**config.mk**
```make
export PLATFORM = sky130hd
export DESIGN_NAME = ds3_rx_perf_monitor
export DESIGN_NICKNAME = d
export VERILOG_FILES = /design/src/hdl/ds3_rx_perf_monitor.v
export VERILOG_INCLUDE_DIRS = /design/src /design/src/common
export SDC_FILE = /design/constraint.sdc
export NUM_CORES = 1
export LEC_CHECK = 0
export ABC_CLOCK_PERIOD_IN_PS = 5900
export BUFFER_PORTS_ARGS = -buffer_cell sky130_fd_sc_hd__buf_2
export CORE_MARGIN = 1
export CORE_UTILIZATION = 50
export DETAILED_ROUTE_END_ITERATION = 6
export GPL_TIMING_DRIVEN = 0
export PLACE_DENSITY = 0.79
export SYNTH_ARGS = -nofsm -noshare
export SYNTH_HDL_FRONTEND = slang
export SYNTH_SLANG_ARGS = --single-unit
```
**constraint.sdc**
```tcl
create_clock -name mclk -period 5.9 [get_ports mclk]
set_input_delay 0.59 -clock mclk [delete_from_list [all_inputs] [get_ports mclk]]
set_output_delay 0.59 -clock mclk [all_outputs]
set_load 0.01 [all_outputs]
```
**src/common/ds3_pm_consts.vh**
```
// Constants for the receive-side performance monitor
`ifndef DS3_PM_CONSTS_VH
`define DS3_PM_CONSTS_VH
// Register byte offsets
`define REG_CTRL      8'h00
`define REG_STATUS    8'h04
`define REG_CHANGE    8'h08
`define REG_FRM_CNT   8'h0c
`define REG_PAR_CNT   8'h10
`define REG_CPAR_CNT  8'h14
`define REG_FAR_BLOCK_ERROR_CNT  8'h18
// Control fields
`define CTRL_CBIT     0
`define CTRL_MFOOF    1
`define CTRL_LOFT_LO  2
`define CTRL_FEM_LO   4
`define CTRL_RAI_LO   6
`define CTRL_RESYNC   10
`define CTRL_FAR_BLOCK_ERROR_EN  11
`define CTRL_RESET    12'h fc3
// Status / change bit positions
`define ST_MULTIFRAME_MISALIGN 0
`define ST_OOF  1
`define ST_SEF  2
`define ST_LOF  3
`define ST_LOS  4
`define ST_AIS  5
`define ST_RUA  6
`define ST_IDLE 7
`define ST_RDI  8
`define ST_FM   9
`define ST_AIC  10
`define ST_ALIGNMENT_CHANGE 11
// Overhead kinds
`define OH_PAY 3'h0
`define OH_F   3'h1
`define OH_M   3'h2
`define OH_X   3'h3
`define OH_P   3'h4
`define OH_C   3'h5
// Framing error criteria
`define FEM_OOF 2'h0
`define FEM_FM  2'h1
`define FEM_F   2'h2
`define FEM_M   2'h3
// Thresholds
`define MIS_MAX     4'h7
`define INTEG_FRAMES 10
`define RUA_WINDOW  2047
`define RUA_ZEROS   3'h5
`define AIC_ONES    31
`define AIC_ZEROS   4
// Timing
`define MS_NS  1000000
`define CLK_NS 25
`endif

```
**src/hdl/ds3_rx_perf_monitor.v**
```verilog
// DS3 receive performance monitor with AXI4-Lite register access
`timescale 1ns/1ps
`include "ds3_pm_consts.vh"
module ds3_rx_perf_monitor #(
  parameter CNT_W     = 16,
  parameter MS_CYCLES = `MS_NS / `CLK_NS
) (
  input  wire             mclk,
  input  wire             sys_rst,
  input  wire             bitValid,
  input  wire             lineBit,
  input  wire [2:0]       ohType,
  input  wire [2:0]       ohSub,
  input  wire [1:0]       ohPos,
  input  wire             frameEnd,
  input  wire             frameLoad,
  input  wire             loadAlignDiff,
  input  wire             decoderActive,
  input  wire             decoderLos,
  input  wire             rxFormatCbit,
  output reg              rxAlarmIndication,
  output reg              febeRequest,
  input  wire [7:0]       s_axi_awaddr,
  input  wire             s_axi_awvalid,
  output wire             s_axi_awready,
  input  wire [31:0]      s_axi_wdata,
  input  wire [3:0]       s_axi_wstrb,
  input  wire             s_axi_wvalid,
  output wire             s_axi_wready,
  output reg  [1:0]       s_axi_bresp,
  output reg              s_axi_bvalid,
  input  wire             s_axi_bready,
  input  wire [7:0]       s_axi_araddr,
  input  wire             s_axi_arvalid,
  output wire             s_axi_arready,
  output reg  [31:0]      s_axi_rdata,
  output reg  [1:0]       s_axi_rresp,
  output reg              s_axi_rvalid,
  input  wire             s_axi_rready
);

  function [4:0] ones32;
    input [31:0] v;
    integer i;
    begin
      ones32 = 5'h00;
      for (i = 0; i < 32; i = i + 1)
        ones32 = ones32 + {4'h0, v[i]};
    end
  endfunction

  reg  [11:0]      ctrl_q;
  reg  [11:0]      change_q;
  reg  [11:0]      statusPrev_q;
  reg  [CNT_W-1:0] frmCnt_q, parCnt_q, cparCnt_q, febeCnt_q;
  // Frame accumulators
  reg  [4:0]  fErr_q;
  reg  [1:0]  mErr_q;
  reg  [1:0]  phase_q;
  reg  [3:0]  aisMis_q, idleMis_q;
  reg         parity_q, prevParity_q, prevValid_q;
  reg         xAll1_q, xAll0_q, cAll0_q;
  reg  [1:0]  pBits_q;
  reg  [2:0]  c3_q, c4_q;
  reg         c11_q;
  // Alarm state
  reg  [15:0] fHist_q;
  reg  [3:0]  mHist_q;
  reg         multiframe_misalign_q, oof_q, sef_q, lof_q, ais_q, idle_q, rdi_q, rua_q;
  reg         aic_q, alignment_change_q;
  reg  [1:0]  lofInteg_q, lofAbsent_q;
  reg  [31:0] msCnt_q;
  reg  [4:0]  aisTot_q, aisAbs_q, idleTot_q, idleAbs_q;
  reg  [2:0]  rdiSet_q, rdiClr_q;
  reg  [10:0] ruaBits_q;
  reg  [2:0]  ruaZeros_q;
  reg         ruaOofAll_q, ruaOofNone_q;
  reg  [2:0]  ruaGood_q, ruaBad_q;
  reg  [30:0] c11Hist_q;
  reg  [4:0]  c11Ones_q;
  // AXI slave state
  reg         awHeld_q, wHeld_q;
  reg  [7:0]  awAddr_q;
  reg  [31:0] wData_q;
  reg  [3:0]  wStrb_q;

  wire [1:0] lofT   = ctrl_q[`CTRL_LOFT_LO+1:`CTRL_LOFT_LO];
  wire [1:0] feMode = ctrl_q[`CTRL_FEM_LO+1:`CTRL_FEM_LO];
  wire [3:0] raiEn  = ctrl_q[`CTRL_RAI_LO+3:`CTRL_RAI_LO];
  wire       cfgCbit = ctrl_q[`CTRL_CBIT];
  wire       signal_loss    = decoderActive & decoderLos;
  wire       fmis   = rxFormatCbit != cfgCbit;

  // AXI write: address and data taken in either order
  wire doWrite = awHeld_q & wHeld_q & ~s_axi_bvalid;
  assign s_axi_awready = ~awHeld_q;
  assign s_axi_wready  = ~wHeld_q;
  assign s_axi_arready = ~s_axi_rvalid;
  wire wrCtrl   = doWrite & (awAddr_q == `REG_CTRL);
  wire wrChange = doWrite & (awAddr_q == `REG_CHANGE);
  wire wrFrm    = doWrite & (awAddr_q == `REG_FRM_CNT);
  wire wrPar    = doWrite & (awAddr_q == `REG_PAR_CNT);
  wire wrCpar   = doWrite & (awAddr_q == `REG_CPAR_CNT);
  wire wrFebe   = doWrite & (awAddr_q == `REG_FAR_BLOCK_ERROR_CNT);
  wire wrKnown  = (awAddr_q[7:2] <= 6'h06) & (awAddr_q[1:0] == 2'h0)
                  & (awAddr_q != `REG_STATUS);
  wire resync   = wrCtrl & wStrb_q[1] & wData_q[`CTRL_RESYNC];

  // Frame-level verdicts, valid in the frameEnd cycle
  wire       fmValid  = (fErr_q == 5'h00) & (mErr_q == 2'h0);
  wire       pErr     = prevValid_q & ((pBits_q[0] != prevParity_q) |
                                       (pBits_q[1] != prevParity_q));
  wire       cErr     = prevValid_q & cfgCbit &
                        (c3_q != {3{prevParity_q}});
  wire       febeErr  = cfgCbit & (c4_q != 3'h7);
  wire       aisPres  = fmValid & xAll1_q & (pBits_q == 2'h0) &
                        cAll0_q & (aisMis_q <= `MIS_MAX);
  wire       idlePres = fmValid & ~pErr & prevValid_q & xAll1_q &
                        (~cfgCbit | (c3_q == 3'h0)) &
                        (idleMis_q <= `MIS_MAX);
  wire [3:0] mHistNew = {mHist_q[2:0], mErr_q != 2'h0};
  wire [4:0] fOnes    = ones32({16'h0000, fHist_q});
  wire [4:0] mOnes    = ones32({28'h0, mHistNew});
  wire       fSet     = fOnes >= 5'h03;
  wire       oofRise  = ~oof_q & (fSet | resync |
                        (ctrl_q[`CTRL_MFOOF] & multiframe_misalign_q));
  wire       holdAic  = signal_loss | oof_q | ais_q;
  wire [30:0] c11New  = {c11Hist_q[29:0], c11_q};
  wire [4:0] c11Zeros = 5'h1f - ones32({1'b0, c11New});
  wire       msTick   = msCnt_q == MS_CYCLES - 1;
  wire       ruaEnd   = bitValid & (ruaBits_q == `RUA_WINDOW - 1);

  // Framing error increment per selected criterion
  reg [5:0] frmInc;
  always @* begin
    frmInc = 6'h00;
    case (feMode)
      `FEM_OOF: frmInc = {5'h00, oofRise};
      `FEM_FM:  frmInc = frameEnd ? {1'b0, fErr_q} + {4'h0, mErr_q} : 6'h00;
      `FEM_F:   frmInc = frameEnd ? {1'b0, fErr_q} : 6'h00;
      `FEM_M:   frmInc = frameEnd ? {4'h0, mErr_q} : 6'h00;
      default:  frmInc = 6'h00;
    endcase
  end

  wire [11:0] status = {alignment_change_q, aic_q, fmis, rdi_q, idle_q, rua_q, ais_q,
                        signal_loss, lof_q, sef_q, oof_q, multiframe_misalign_q};

  // Per-bit accumulation; the overhead bit restarts the payload pattern
  always @(posedge mclk) begin
    if (sys_rst | frameEnd) begin
      fErr_q <= 5'h00; mErr_q <= 2'h0; phase_q <= 2'h0;
      aisMis_q <= 4'h0; idleMis_q <= 4'h0; parity_q <= 1'b0;
      xAll1_q <= 1'b1; xAll0_q <= 1'b1; cAll0_q <= 1'b1;
      pBits_q <= 2'h0; c3_q <= 3'h0; c4_q <= 3'h7; c11_q <= 1'b0;
    end else if (bitValid) begin
      phase_q <= (ohType == `OH_PAY) ? phase_q + 2'h1 : 2'h0;
      case (ohType)
        `OH_PAY: begin
          parity_q <= parity_q ^ lineBit;
          if (lineBit == phase_q[0] && aisMis_q != 4'hf)
            aisMis_q <= aisMis_q + 4'h1;
          if (lineBit == phase_q[1] && idleMis_q != 4'hf)
            idleMis_q <= idleMis_q + 4'h1;
        end
        `OH_F: if (lineBit != (ohPos == 2'h0 || ohPos == 2'h3))
          fErr_q <= fErr_q + 5'h01;
        `OH_M: if (lineBit != (ohPos == 2'h1))
          mErr_q <= mErr_q + 2'h1;
        `OH_X: begin
          xAll1_q <= xAll1_q & lineBit;
          xAll0_q <= xAll0_q & ~lineBit;
        end
        `OH_P: pBits_q[ohPos[0]] <= lineBit;
        `OH_C: begin
          cAll0_q <= cAll0_q & ~lineBit;
          if (ohSub == 3'h3) c3_q[ohPos] <= lineBit;
          if (ohSub == 3'h4) c4_q[ohPos] <= lineBit;
          if (ohSub == 3'h1 && ohPos == 2'h0) c11_q <= lineBit;
        end
        default: phase_q <= 2'h0;
      endcase
    end
  end

  // Misalignment conditions; reload clears, resync declares
  always @(posedge mclk) begin
    if (sys_rst) begin
      fHist_q <= 16'h0000; mHist_q <= 4'h0;
      multiframe_misalign_q <= 1'b0; oof_q <= 1'b0; sef_q <= 1'b0; alignment_change_q <= 1'b0;
      prevParity_q <= 1'b0; prevValid_q <= 1'b0;
    end else begin
      alignment_change_q <= frameLoad & loadAlignDiff;
      if (bitValid && ohType == `OH_F)
        fHist_q <= {fHist_q[14:0],
                    lineBit != (ohPos == 2'h0 || ohPos == 2'h3)};
      if (frameEnd) begin
        mHist_q <= mHistNew;
        prevParity_q <= parity_q;
        prevValid_q <= 1'b1;
      end
      if (resync)
        multiframe_misalign_q <= 1'b1;
      else if (frameLoad)
        multiframe_misalign_q <= 1'b0;
      else if (frameEnd && mOnes >= 5'h02)
        multiframe_misalign_q <= 1'b1;
      else if (frameEnd && mHistNew == 4'h0)
        multiframe_misalign_q <= 1'b0;
      if (resync || (!frameLoad && oofRise))
        oof_q <= 1'b1;
      else if (frameLoad)
        oof_q <= 1'b0;
      else if (fHist_q == 16'h0000 &&
               (!ctrl_q[`CTRL_MFOOF] || !multiframe_misalign_q))
        oof_q <= 1'b0;
      if (fSet || resync)
        sef_q <= 1'b1;
      else if (!oof_q)
        sef_q <= 1'b0;
    end
  end

  // Frame loss integration on a millisecond tick
  always @(posedge mclk) begin
    if (sys_rst) begin
      msCnt_q <= 32'h0; lofInteg_q <= 2'h0; lofAbsent_q <= 2'h0;
      lof_q <= 1'b0;
    end else begin
      msCnt_q <= msTick ? 32'h0 : msCnt_q + 32'h1;
      if (oof_q) begin
        lofAbsent_q <= 2'h0;
        if (msTick && lofInteg_q != 2'h3)
          lofInteg_q <= lofInteg_q + 2'h1;
        if (lofInteg_q >= lofT)
          lof_q <= 1'b1;
      end else begin
        if (msTick && lofAbsent_q != 2'h3)
          lofAbsent_q <= lofAbsent_q + 2'h1;
        if (lofAbsent_q >= lofT) begin
          lofInteg_q <= 2'h0;
          lof_q <= 1'b0;
        end
      end
    end
  end

  // Frame-rate integrators: alarm signal, idle, remote defect, app id
  always @(posedge mclk) begin
    if (sys_rst) begin
      aisTot_q <= 5'h00; aisAbs_q <= 5'h00; ais_q <= 1'b0;
      idleTot_q <= 5'h00; idleAbs_q <= 5'h00; idle_q <= 1'b0;
      rdiSet_q <= 3'h0; rdiClr_q <= 3'h0; rdi_q <= 1'b0;
      c11Hist_q <= 31'h0; c11Ones_q <= 5'h00; aic_q <= 1'b0;
    end else if (frameEnd) begin
      if (aisPres) begin
        aisAbs_q <= 5'h00;
        if (aisTot_q != `INTEG_FRAMES) aisTot_q <= aisTot_q + 5'h01;
        if (aisTot_q + 5'h01 >= `INTEG_FRAMES) ais_q <= 1'b1;
      end else if (aisAbs_q + 5'h01 >= `INTEG_FRAMES) begin
        aisAbs_q <= 5'h00; aisTot_q <= 5'h00; ais_q <= 1'b0;
      end else
        aisAbs_q <= aisAbs_q + 5'h01;
      if (idlePres) begin
        idleAbs_q <= 5'h00;
        if (idleTot_q != `INTEG_FRAMES) idleTot_q <= idleTot_q + 5'h01;
        if (idleTot_q + 5'h01 >= `INTEG_FRAMES) idle_q <= 1'b1;
      end else if (idleAbs_q + 5'h01 >= `INTEG_FRAMES) begin
        idleAbs_q <= 5'h00; idleTot_q <= 5'h00; idle_q <= 1'b0;
      end else
        idleAbs_q <= idleAbs_q + 5'h01;
      // Runs of four; a frame with mixed X-bits breaks both runs
      rdiSet_q <= xAll0_q ? (rdiSet_q == 3'h4 ? 3'h4 : rdiSet_q + 3'h1)
                          : 3'h0;
      rdiClr_q <= xAll1_q ? (rdiClr_q == 3'h4 ? 3'h4 : rdiClr_q + 3'h1)
                          : 3'h0;
      if (xAll0_q && rdiSet_q == 3'h3) rdi_q <= 1'b1;
      if (xAll1_q && rdiClr_q == 3'h3) rdi_q <= 1'b0;
      c11Hist_q <= c11New;
      c11Ones_q <= c11_q ? (c11Ones_q == `AIC_ONES ? c11Ones_q
                            : c11Ones_q + 5'h01) : 5'h00;
      if (!holdAic) begin
        if (c11_q && c11Ones_q + 5'h01 >= `AIC_ONES) aic_q <= 1'b1;
        else if (c11Zeros >= `AIC_ZEROS) aic_q <= 1'b0;
      end
    end
  end

  // Unframed all-ones over fixed 2047-bit windows
  always @(posedge mclk) begin
    if (sys_rst) begin
      ruaBits_q <= 11'h000; ruaZeros_q <= 3'h0; ruaOofAll_q <= 1'b1;
      ruaOofNone_q <= 1'b1; ruaGood_q <= 3'h0; ruaBad_q <= 3'h0;
      rua_q <= 1'b0;
    end else if (bitValid) begin
      if (ruaEnd) begin
        ruaBits_q <= 11'h000; ruaZeros_q <= 3'h0;
        ruaOofAll_q <= 1'b1; ruaOofNone_q <= 1'b1;
        if (ruaZeros_q <= `RUA_ZEROS && ruaOofAll_q && oof_q) begin
          ruaBad_q <= 3'h0;
          ruaGood_q <= ruaGood_q == 3'h4 ? 3'h4 : ruaGood_q + 3'h1;
          if (ruaGood_q >= 3'h3) rua_q <= 1'b1;
        end else begin
          ruaGood_q <= 3'h0;
          if (ruaZeros_q > `RUA_ZEROS)
            ruaBad_q <= ruaBad_q == 3'h4 ? 3'h4 : ruaBad_q + 3'h1;
          else
            ruaBad_q <= 3'h0;
          if ((ruaZeros_q > `RUA_ZEROS && ruaBad_q >= 3'h3) ||
              (ruaOofNone_q && !oof_q))
            rua_q <= 1'b0;
        end
      end else begin
        ruaBits_q <= ruaBits_q + 11'h001;
        if (!lineBit && ruaZeros_q != 3'h7)
          ruaZeros_q <= ruaZeros_q + 3'h1;
        ruaOofAll_q <= ruaOofAll_q & oof_q;
        ruaOofNone_q <= ruaOofNone_q & ~oof_q;
      end
    end
  end

  // Saturating error counters; a software write clears
  always @(posedge mclk) begin
    if (sys_rst) begin
      frmCnt_q <= {CNT_W{1'b0}}; parCnt_q <= {CNT_W{1'b0}};
      cparCnt_q <= {CNT_W{1'b0}}; febeCnt_q <= {CNT_W{1'b0}};
    end else begin
      if (wrFrm)
        frmCnt_q <= {CNT_W{1'b0}};
      else if ({{CNT_W{1'b0}}, frmInc} + {6'h0, frmCnt_q} >
               {6'h0, {CNT_W{1'b1}}})
        frmCnt_q <= {CNT_W{1'b1}};
      else
        frmCnt_q <= frmCnt_q + {{(CNT_W-6){1'b0}}, frmInc};
      if (wrPar) parCnt_q <= {CNT_W{1'b0}};
      else if (frameEnd && pErr && ~&parCnt_q)
        parCnt_q <= parCnt_q + 1'b1;
      if (wrCpar) cparCnt_q <= {CNT_W{1'b0}};
      else if (frameEnd && cErr && ~&cparCnt_q)
        cparCnt_q <= cparCnt_q + 1'b1;
      if (wrFebe) febeCnt_q <= {CNT_W{1'b0}};
      else if (frameEnd && febeErr && ~&febeCnt_q)
        febeCnt_q <= febeCnt_q + 1'b1;
    end
  end

  // Transmit feedback: alarm indication and far block error request
  always @(posedge mclk) begin
    if (sys_rst) begin
      rxAlarmIndication <= 1'b0;
      febeRequest <= 1'b0;
    end else begin
      rxAlarmIndication <= (signal_loss & raiEn[0]) | (sef_q & raiEn[1]) |
                           (lof_q & raiEn[2]) | (ais_q & raiEn[3]);
      febeRequest <= frameEnd & ctrl_q[`CTRL_FAR_BLOCK_ERROR_EN] &
                     (cErr | (frmInc != 6'h00));
    end
  end

  // Control and change flags; a new change beats a clearing write
  always @(posedge mclk) begin
    if (sys_rst) begin
      ctrl_q <= `CTRL_RESET;
      change_q <= 12'h000;
      statusPrev_q <= 12'h000;
    end else begin
      statusPrev_q <= status;
      if (wrCtrl) begin
        if (wStrb_q[0]) ctrl_q[7:0] <= wData_q[7:0];
        if (wStrb_q[1]) ctrl_q[11:8] <= {wData_q[11], 1'b0, wData_q[9:8]};
      end
      change_q <= (change_q & ~(wrChange && wStrb_q[0] ? {4'h0, wData_q[7:0]}
                   : 12'h000) & ~(wrChange && wStrb_q[1]
                   ? {wData_q[11:8], 8'h00} : 12'h000))
                  | (status ^ statusPrev_q);
    end
  end

  // AXI4-Lite handshakes
  always @(posedge mclk) begin
    if (sys_rst) begin
      awHeld_q <= 1'b0; wHeld_q <= 1'b0; awAddr_q <= 8'h00;
      wData_q <= 32'h0; wStrb_q <= 4'h0;
      s_axi_bvalid <= 1'b0; s_axi_bresp <= 2'h0;
      s_axi_rvalid <= 1'b0; s_axi_rresp <= 2'h0; s_axi_rdata <= 32'h0;
    end else begin
      if (s_axi_awvalid && !awHeld_q) begin
        awHeld_q <= 1'b1; awAddr_q <= s_axi_awaddr;
      end
      if (s_axi_wvalid && !wHeld_q) begin
        wHeld_q <= 1'b1; wData_q <= s_axi_wdata; wStrb_q <= s_axi_wstrb;
      end
      if (doWrite) begin
        s_axi_bvalid <= 1'b1;
        s_axi_bresp <= wrKnown ? 2'h0 : 2'h2;
      end else if (s_axi_bvalid && s_axi_bready) begin
        s_axi_bvalid <= 1'b0; awHeld_q <= 1'b0; wHeld_q <= 1'b0;
      end
      if (s_axi_arvalid && !s_axi_rvalid) begin
        s_axi_rvalid <= 1'b1;
        s_axi_rresp <= 2'h0;
        case (s_axi_araddr)
          `REG_CTRL:     s_axi_rdata <= {20'h0, ctrl_q};
          `REG_STATUS:   s_axi_rdata <= {20'h0, status};
          `REG_CHANGE:   s_axi_rdata <= {20'h0, change_q};
          `REG_FRM_CNT:  s_axi_rdata <= {{(32-CNT_W){1'b0}}, frmCnt_q};
          `REG_PAR_CNT:  s_axi_rdata <= {{(32-CNT_W){1'b0}}, parCnt_q};
          `REG_CPAR_CNT: s_axi_rdata <= {{(32-CNT_W){1'b0}}, cparCnt_q};
          `REG_FAR_BLOCK_ERROR_CNT: s_axi_rdata <= {{(32-CNT_W){1'b0}}, febeCnt_q};
          default: begin
            s_axi_rdata <= 32'h0;
            s_axi_rresp <= 2'h2;
          end
        endcase
      end else if (s_axi_rvalid && s_axi_rready)
        s_axi_rvalid <= 1'b0;
    end
  end

endmodule

```
==> reports/qor.yml <==
drt_iter0_drc: 1119
port_buffers: 71
p_switching_mw: 1.131
setup_viol: 0
power_density_nw_per_um2: 236.9
hold_viol_final: 0
grt_use_met2: 0.4346
synth-edff-count: 0
sw_frac_of_total: 0.2413
clock_path_buffers: 3
drv_slew: 0
synth_ff_type: "dfxtp_1"
final_util: 0.5713
fin_crit_ns: 5.668
cts_tree: "done"
grt.overflow.total: 0
synth.distinct_cells: 95
dp.cells: 2569
p_clk_frac: 0.457
finClkSkew_ns: 0.01720
vias: 15173
avgSynthCellArea_um2: 8.686
combPwrFrac: 0.061
cts_buffers: 36
ys_warn_count: 0
min_from: "s_axi_awvalid"
async_flop_share: 0
layoutNonFillerInstCount: 2637
fp.dieW_um: 189.6
ios: 118
ys_ff_latch: 326
ys_seq_area_frac: 0.3709
ctsRootBufferMaster: "clkbuf_16"
routedWlPerCell_um: 17.77
grt_pass1_vias: 14479
required_ns: 6.35
synth_top_area_cell: "dfxtp_1"
p_leak_nw: 7.880
core_um2: 34630
worstMarginPinSlew_ns: 1.001
peakVddDrop_mv: 0.2091
layout_common_cells: "dfxtp_1, nand2_1, nor2_1"
max_cap_violations: 0
setup.worst_path.end_class: "flop"
met1_usage: 0.3241
clk_latency_ns: 0.53
antenna_found_initial: 1
synth_top_cell_area_share: 0.3709
antenna_left: 0
rsz0062_at_grt: "false"
cts_max_level: 2
grt_use_total: 0.2579
top_usage_layer: "met2"
arrival_ns: 6.12
gp_congestion: 0.9613
reg2reg_from: "fHist_q[0]$_SDFFE_PP0P_"
grt_pass1_wl_mm: 74.41
clkSinkCount: 326
layout-drive-gt1-share: 0.1077
crit_start: "fHist_q[0]$_SDFFE_PP0P_"
synth_cells: 2026
clk_pin_slew_ns: 0.06
final_common_cell: "dfxtp_1"
finalHoldWorstSlack_ns: 0.2877
dieArea_um2: 35950
finalCritPeriodShare: 0.9607
grtUsageMet3: 0.04206
wl_mm: 46.87
fmax_mhz: 176.4
start_kind: "flop"
dp.final_hpwl_mm: 35.21
status: "finished, final reports clean"
power.total_mw: 4.686
vias_per_cell: 5.754
first_pass_iters: 6
crit_fanout: 10
hold_path.class: "in -> reg"
syn_area_um2: 17600
cts-hold-fix-buffers: 0
p_int_mw: 3.555
max_slew_margin: 0.3273
grt_max_degree: 14
row_count: 68
chipHeight_um: 189.6
start_util: 0.5082
critPathKind: "reg -> reg"
post-route-drc-count: 0
pwr-share-seq: 0.482
area_delta_synth_final_pct: 12.43
nNetsFinal: 2357
synth.area.top_cells: "dfxtp_1, ha_1, mux2i_1, nand2_1, nor2_1"
worst max-delay path, cell delays in order (launching register included):
cell and delay, ns:
dfxtp_1 0.36, inv_1 0.09, fa_1 0.56, fa_1 0.44, fa_1 0.48, fa_1 0.49
inv_1 0.05, ha_1 0.21, fa_1 0.42, and3b_1 0.20, o211ai_1 0.17, buf_4 0.17
nor2b_4 0.05, o21ai_2 0.22, ha_2 0.25, fa_2 0.27, a211oi_4 0.09, o21ai_2 0.20
nand2_2 0.09, or3_4 0.43, clkbuf_4 0.21, a21oi_1 0.14
cell families (layout without fill, tap and decap cells):
| kind of cell | after synthesis | after routing | synth area share |
|---|---|---|---|
| simple gates | 763 | 763 | 0.2221 |
| compound gates | 353 | 353 | 0.1332 |
| flops | 326 | 326 | 0.3709 |
| buf+inv | 261 | 399 | 0.06414 |
| fa+ha+maj | 124 | 124 | 0.1031 |
| xor+xnor | 106 | 106 | 0.05354 |
| mux | 92 | 92 | 0.05283 |
| other cells | 1 | 19 | 0.0002131 |
flip-flops by register name (all words and copies together) (netlist names), 4 cells and up:
| signal | count |
|---|---|
| s_axi_rdata | 16 |
| ruaBits_q | 11 |
| statusPrev_q | 12 |
| febeCnt_q | 16 |
| wData_q | 12 |
| idleAbs_q | 5 |
| aisAbs_q | 5 |
| change_q | 12 |
| msCnt_q | 32 |
| frmCnt_q | 16 |
| aisMis_q | 4 |
| c11Hist_q | 30 |
| parCnt_q | 16 |
| cparCnt_q | 16 |
| c11Ones_q | 5 |
| fErr_q | 5 |
| idleMis_q | 4 |
| awAddr_q | 8 |
| aisTot_q | 5 |
| fHist_q | 16 |
| idleTot_q | 5 |
| ctrl_q | 12 |
through the flow:
stage | setup WS (ns) | area, um^2 | TNS [ns]
after floorplan | 0.5066 | 17660 | 0
after global placement | -0.3796 | 18590 | -3.745
after detailed placement | -0.4346 | 18590 | -4.503
after CTS | 0.04319 | 19720 | 0
after global routing | 0.008510 | 19780 | 0
final | 0.2320 | 19780 | 0
area by class of cell:
| cell class | count | area, um^2 |
|---|---|---|
| fillers | 3029 | 14840 |
| clock buffers | 50 | 1035 |
| multi-input cells | 1456 | 10050 |
| repair buffers | 77 | 400.4 |
| well taps | 455 | 569.3 |
| inverters | 162 | 608.1 |
| clock inverters | 11 | 72.57 |
| diodes | 1 | 2.502 |
| plain buffers | 99 | 524.3 |
| flip-flops and latches | 326 | 6526 |
synth_stat cells, types with 15 or more instances:
library cell,instances
a21oi_1,120
or3_1,18
nand3_1,65
nor3_1,35
nor4_1,16
inv_1,160
mux2i_1,85
nand4_1,48
nand2_1,216
dfxtp_1,326
o21ai_0,59
and4_1,15
clkbuf_1,45
nor2_1,210
buf_4,21
o211ai_1,21
ha_1,89
buf_2,22
xor2_1,69
o31ai_1,17
xnor2_1,36
and3_1,22
fa_1,35
a211oi_1,16
nor2b_1,20
power groups by stage:
stage	Combinational (mW)	Clock (mW)	Sequential (mW)
after global routing	0.307	2.26	2.26
after CTS	0.280	2.17	2.26
after detailed placement	0.279	0	2.31
after global placement	0.271	0	2.31
after floorplan	0.187	0	2.30
final	0.284	2.14	2.26
layer usage:
| layer | vias to the layer above | part of all wire |
|---|---|---|
| met3 | 115 | 0.067 |
| met2 | 527 | 0.48 |
| met1 | 7227 | 0.41 |
| li1 | 7304 | - |
| met5 | - | 0 |
| met4 | 0 | 0.039 |
worst paths after layout:
check	endpoint	slack, ns	depth (start not counted)
worst max-delay path	frmCnt_q[2]$_SDFF_PP0_	0.23	21
worst min register to register	s_axi_rdata[11]$_SDFFE_PP0P_	0.45	2
worst max register to register	frmCnt_q[2]$_SDFF_PP0_	0.23	21
worst min-delay path	awHeld_q$_SDFF_PP0_	0.29	2
repair_timing:
item	CTS	global route
hold endpoints to repair	0	0
gates resized for setup	7	6
buffers inserted	1	5
endpoints found under the setup margin	14	14
pin swaps	1	5
No activity file was read; power rests on OpenSTA's default activity.
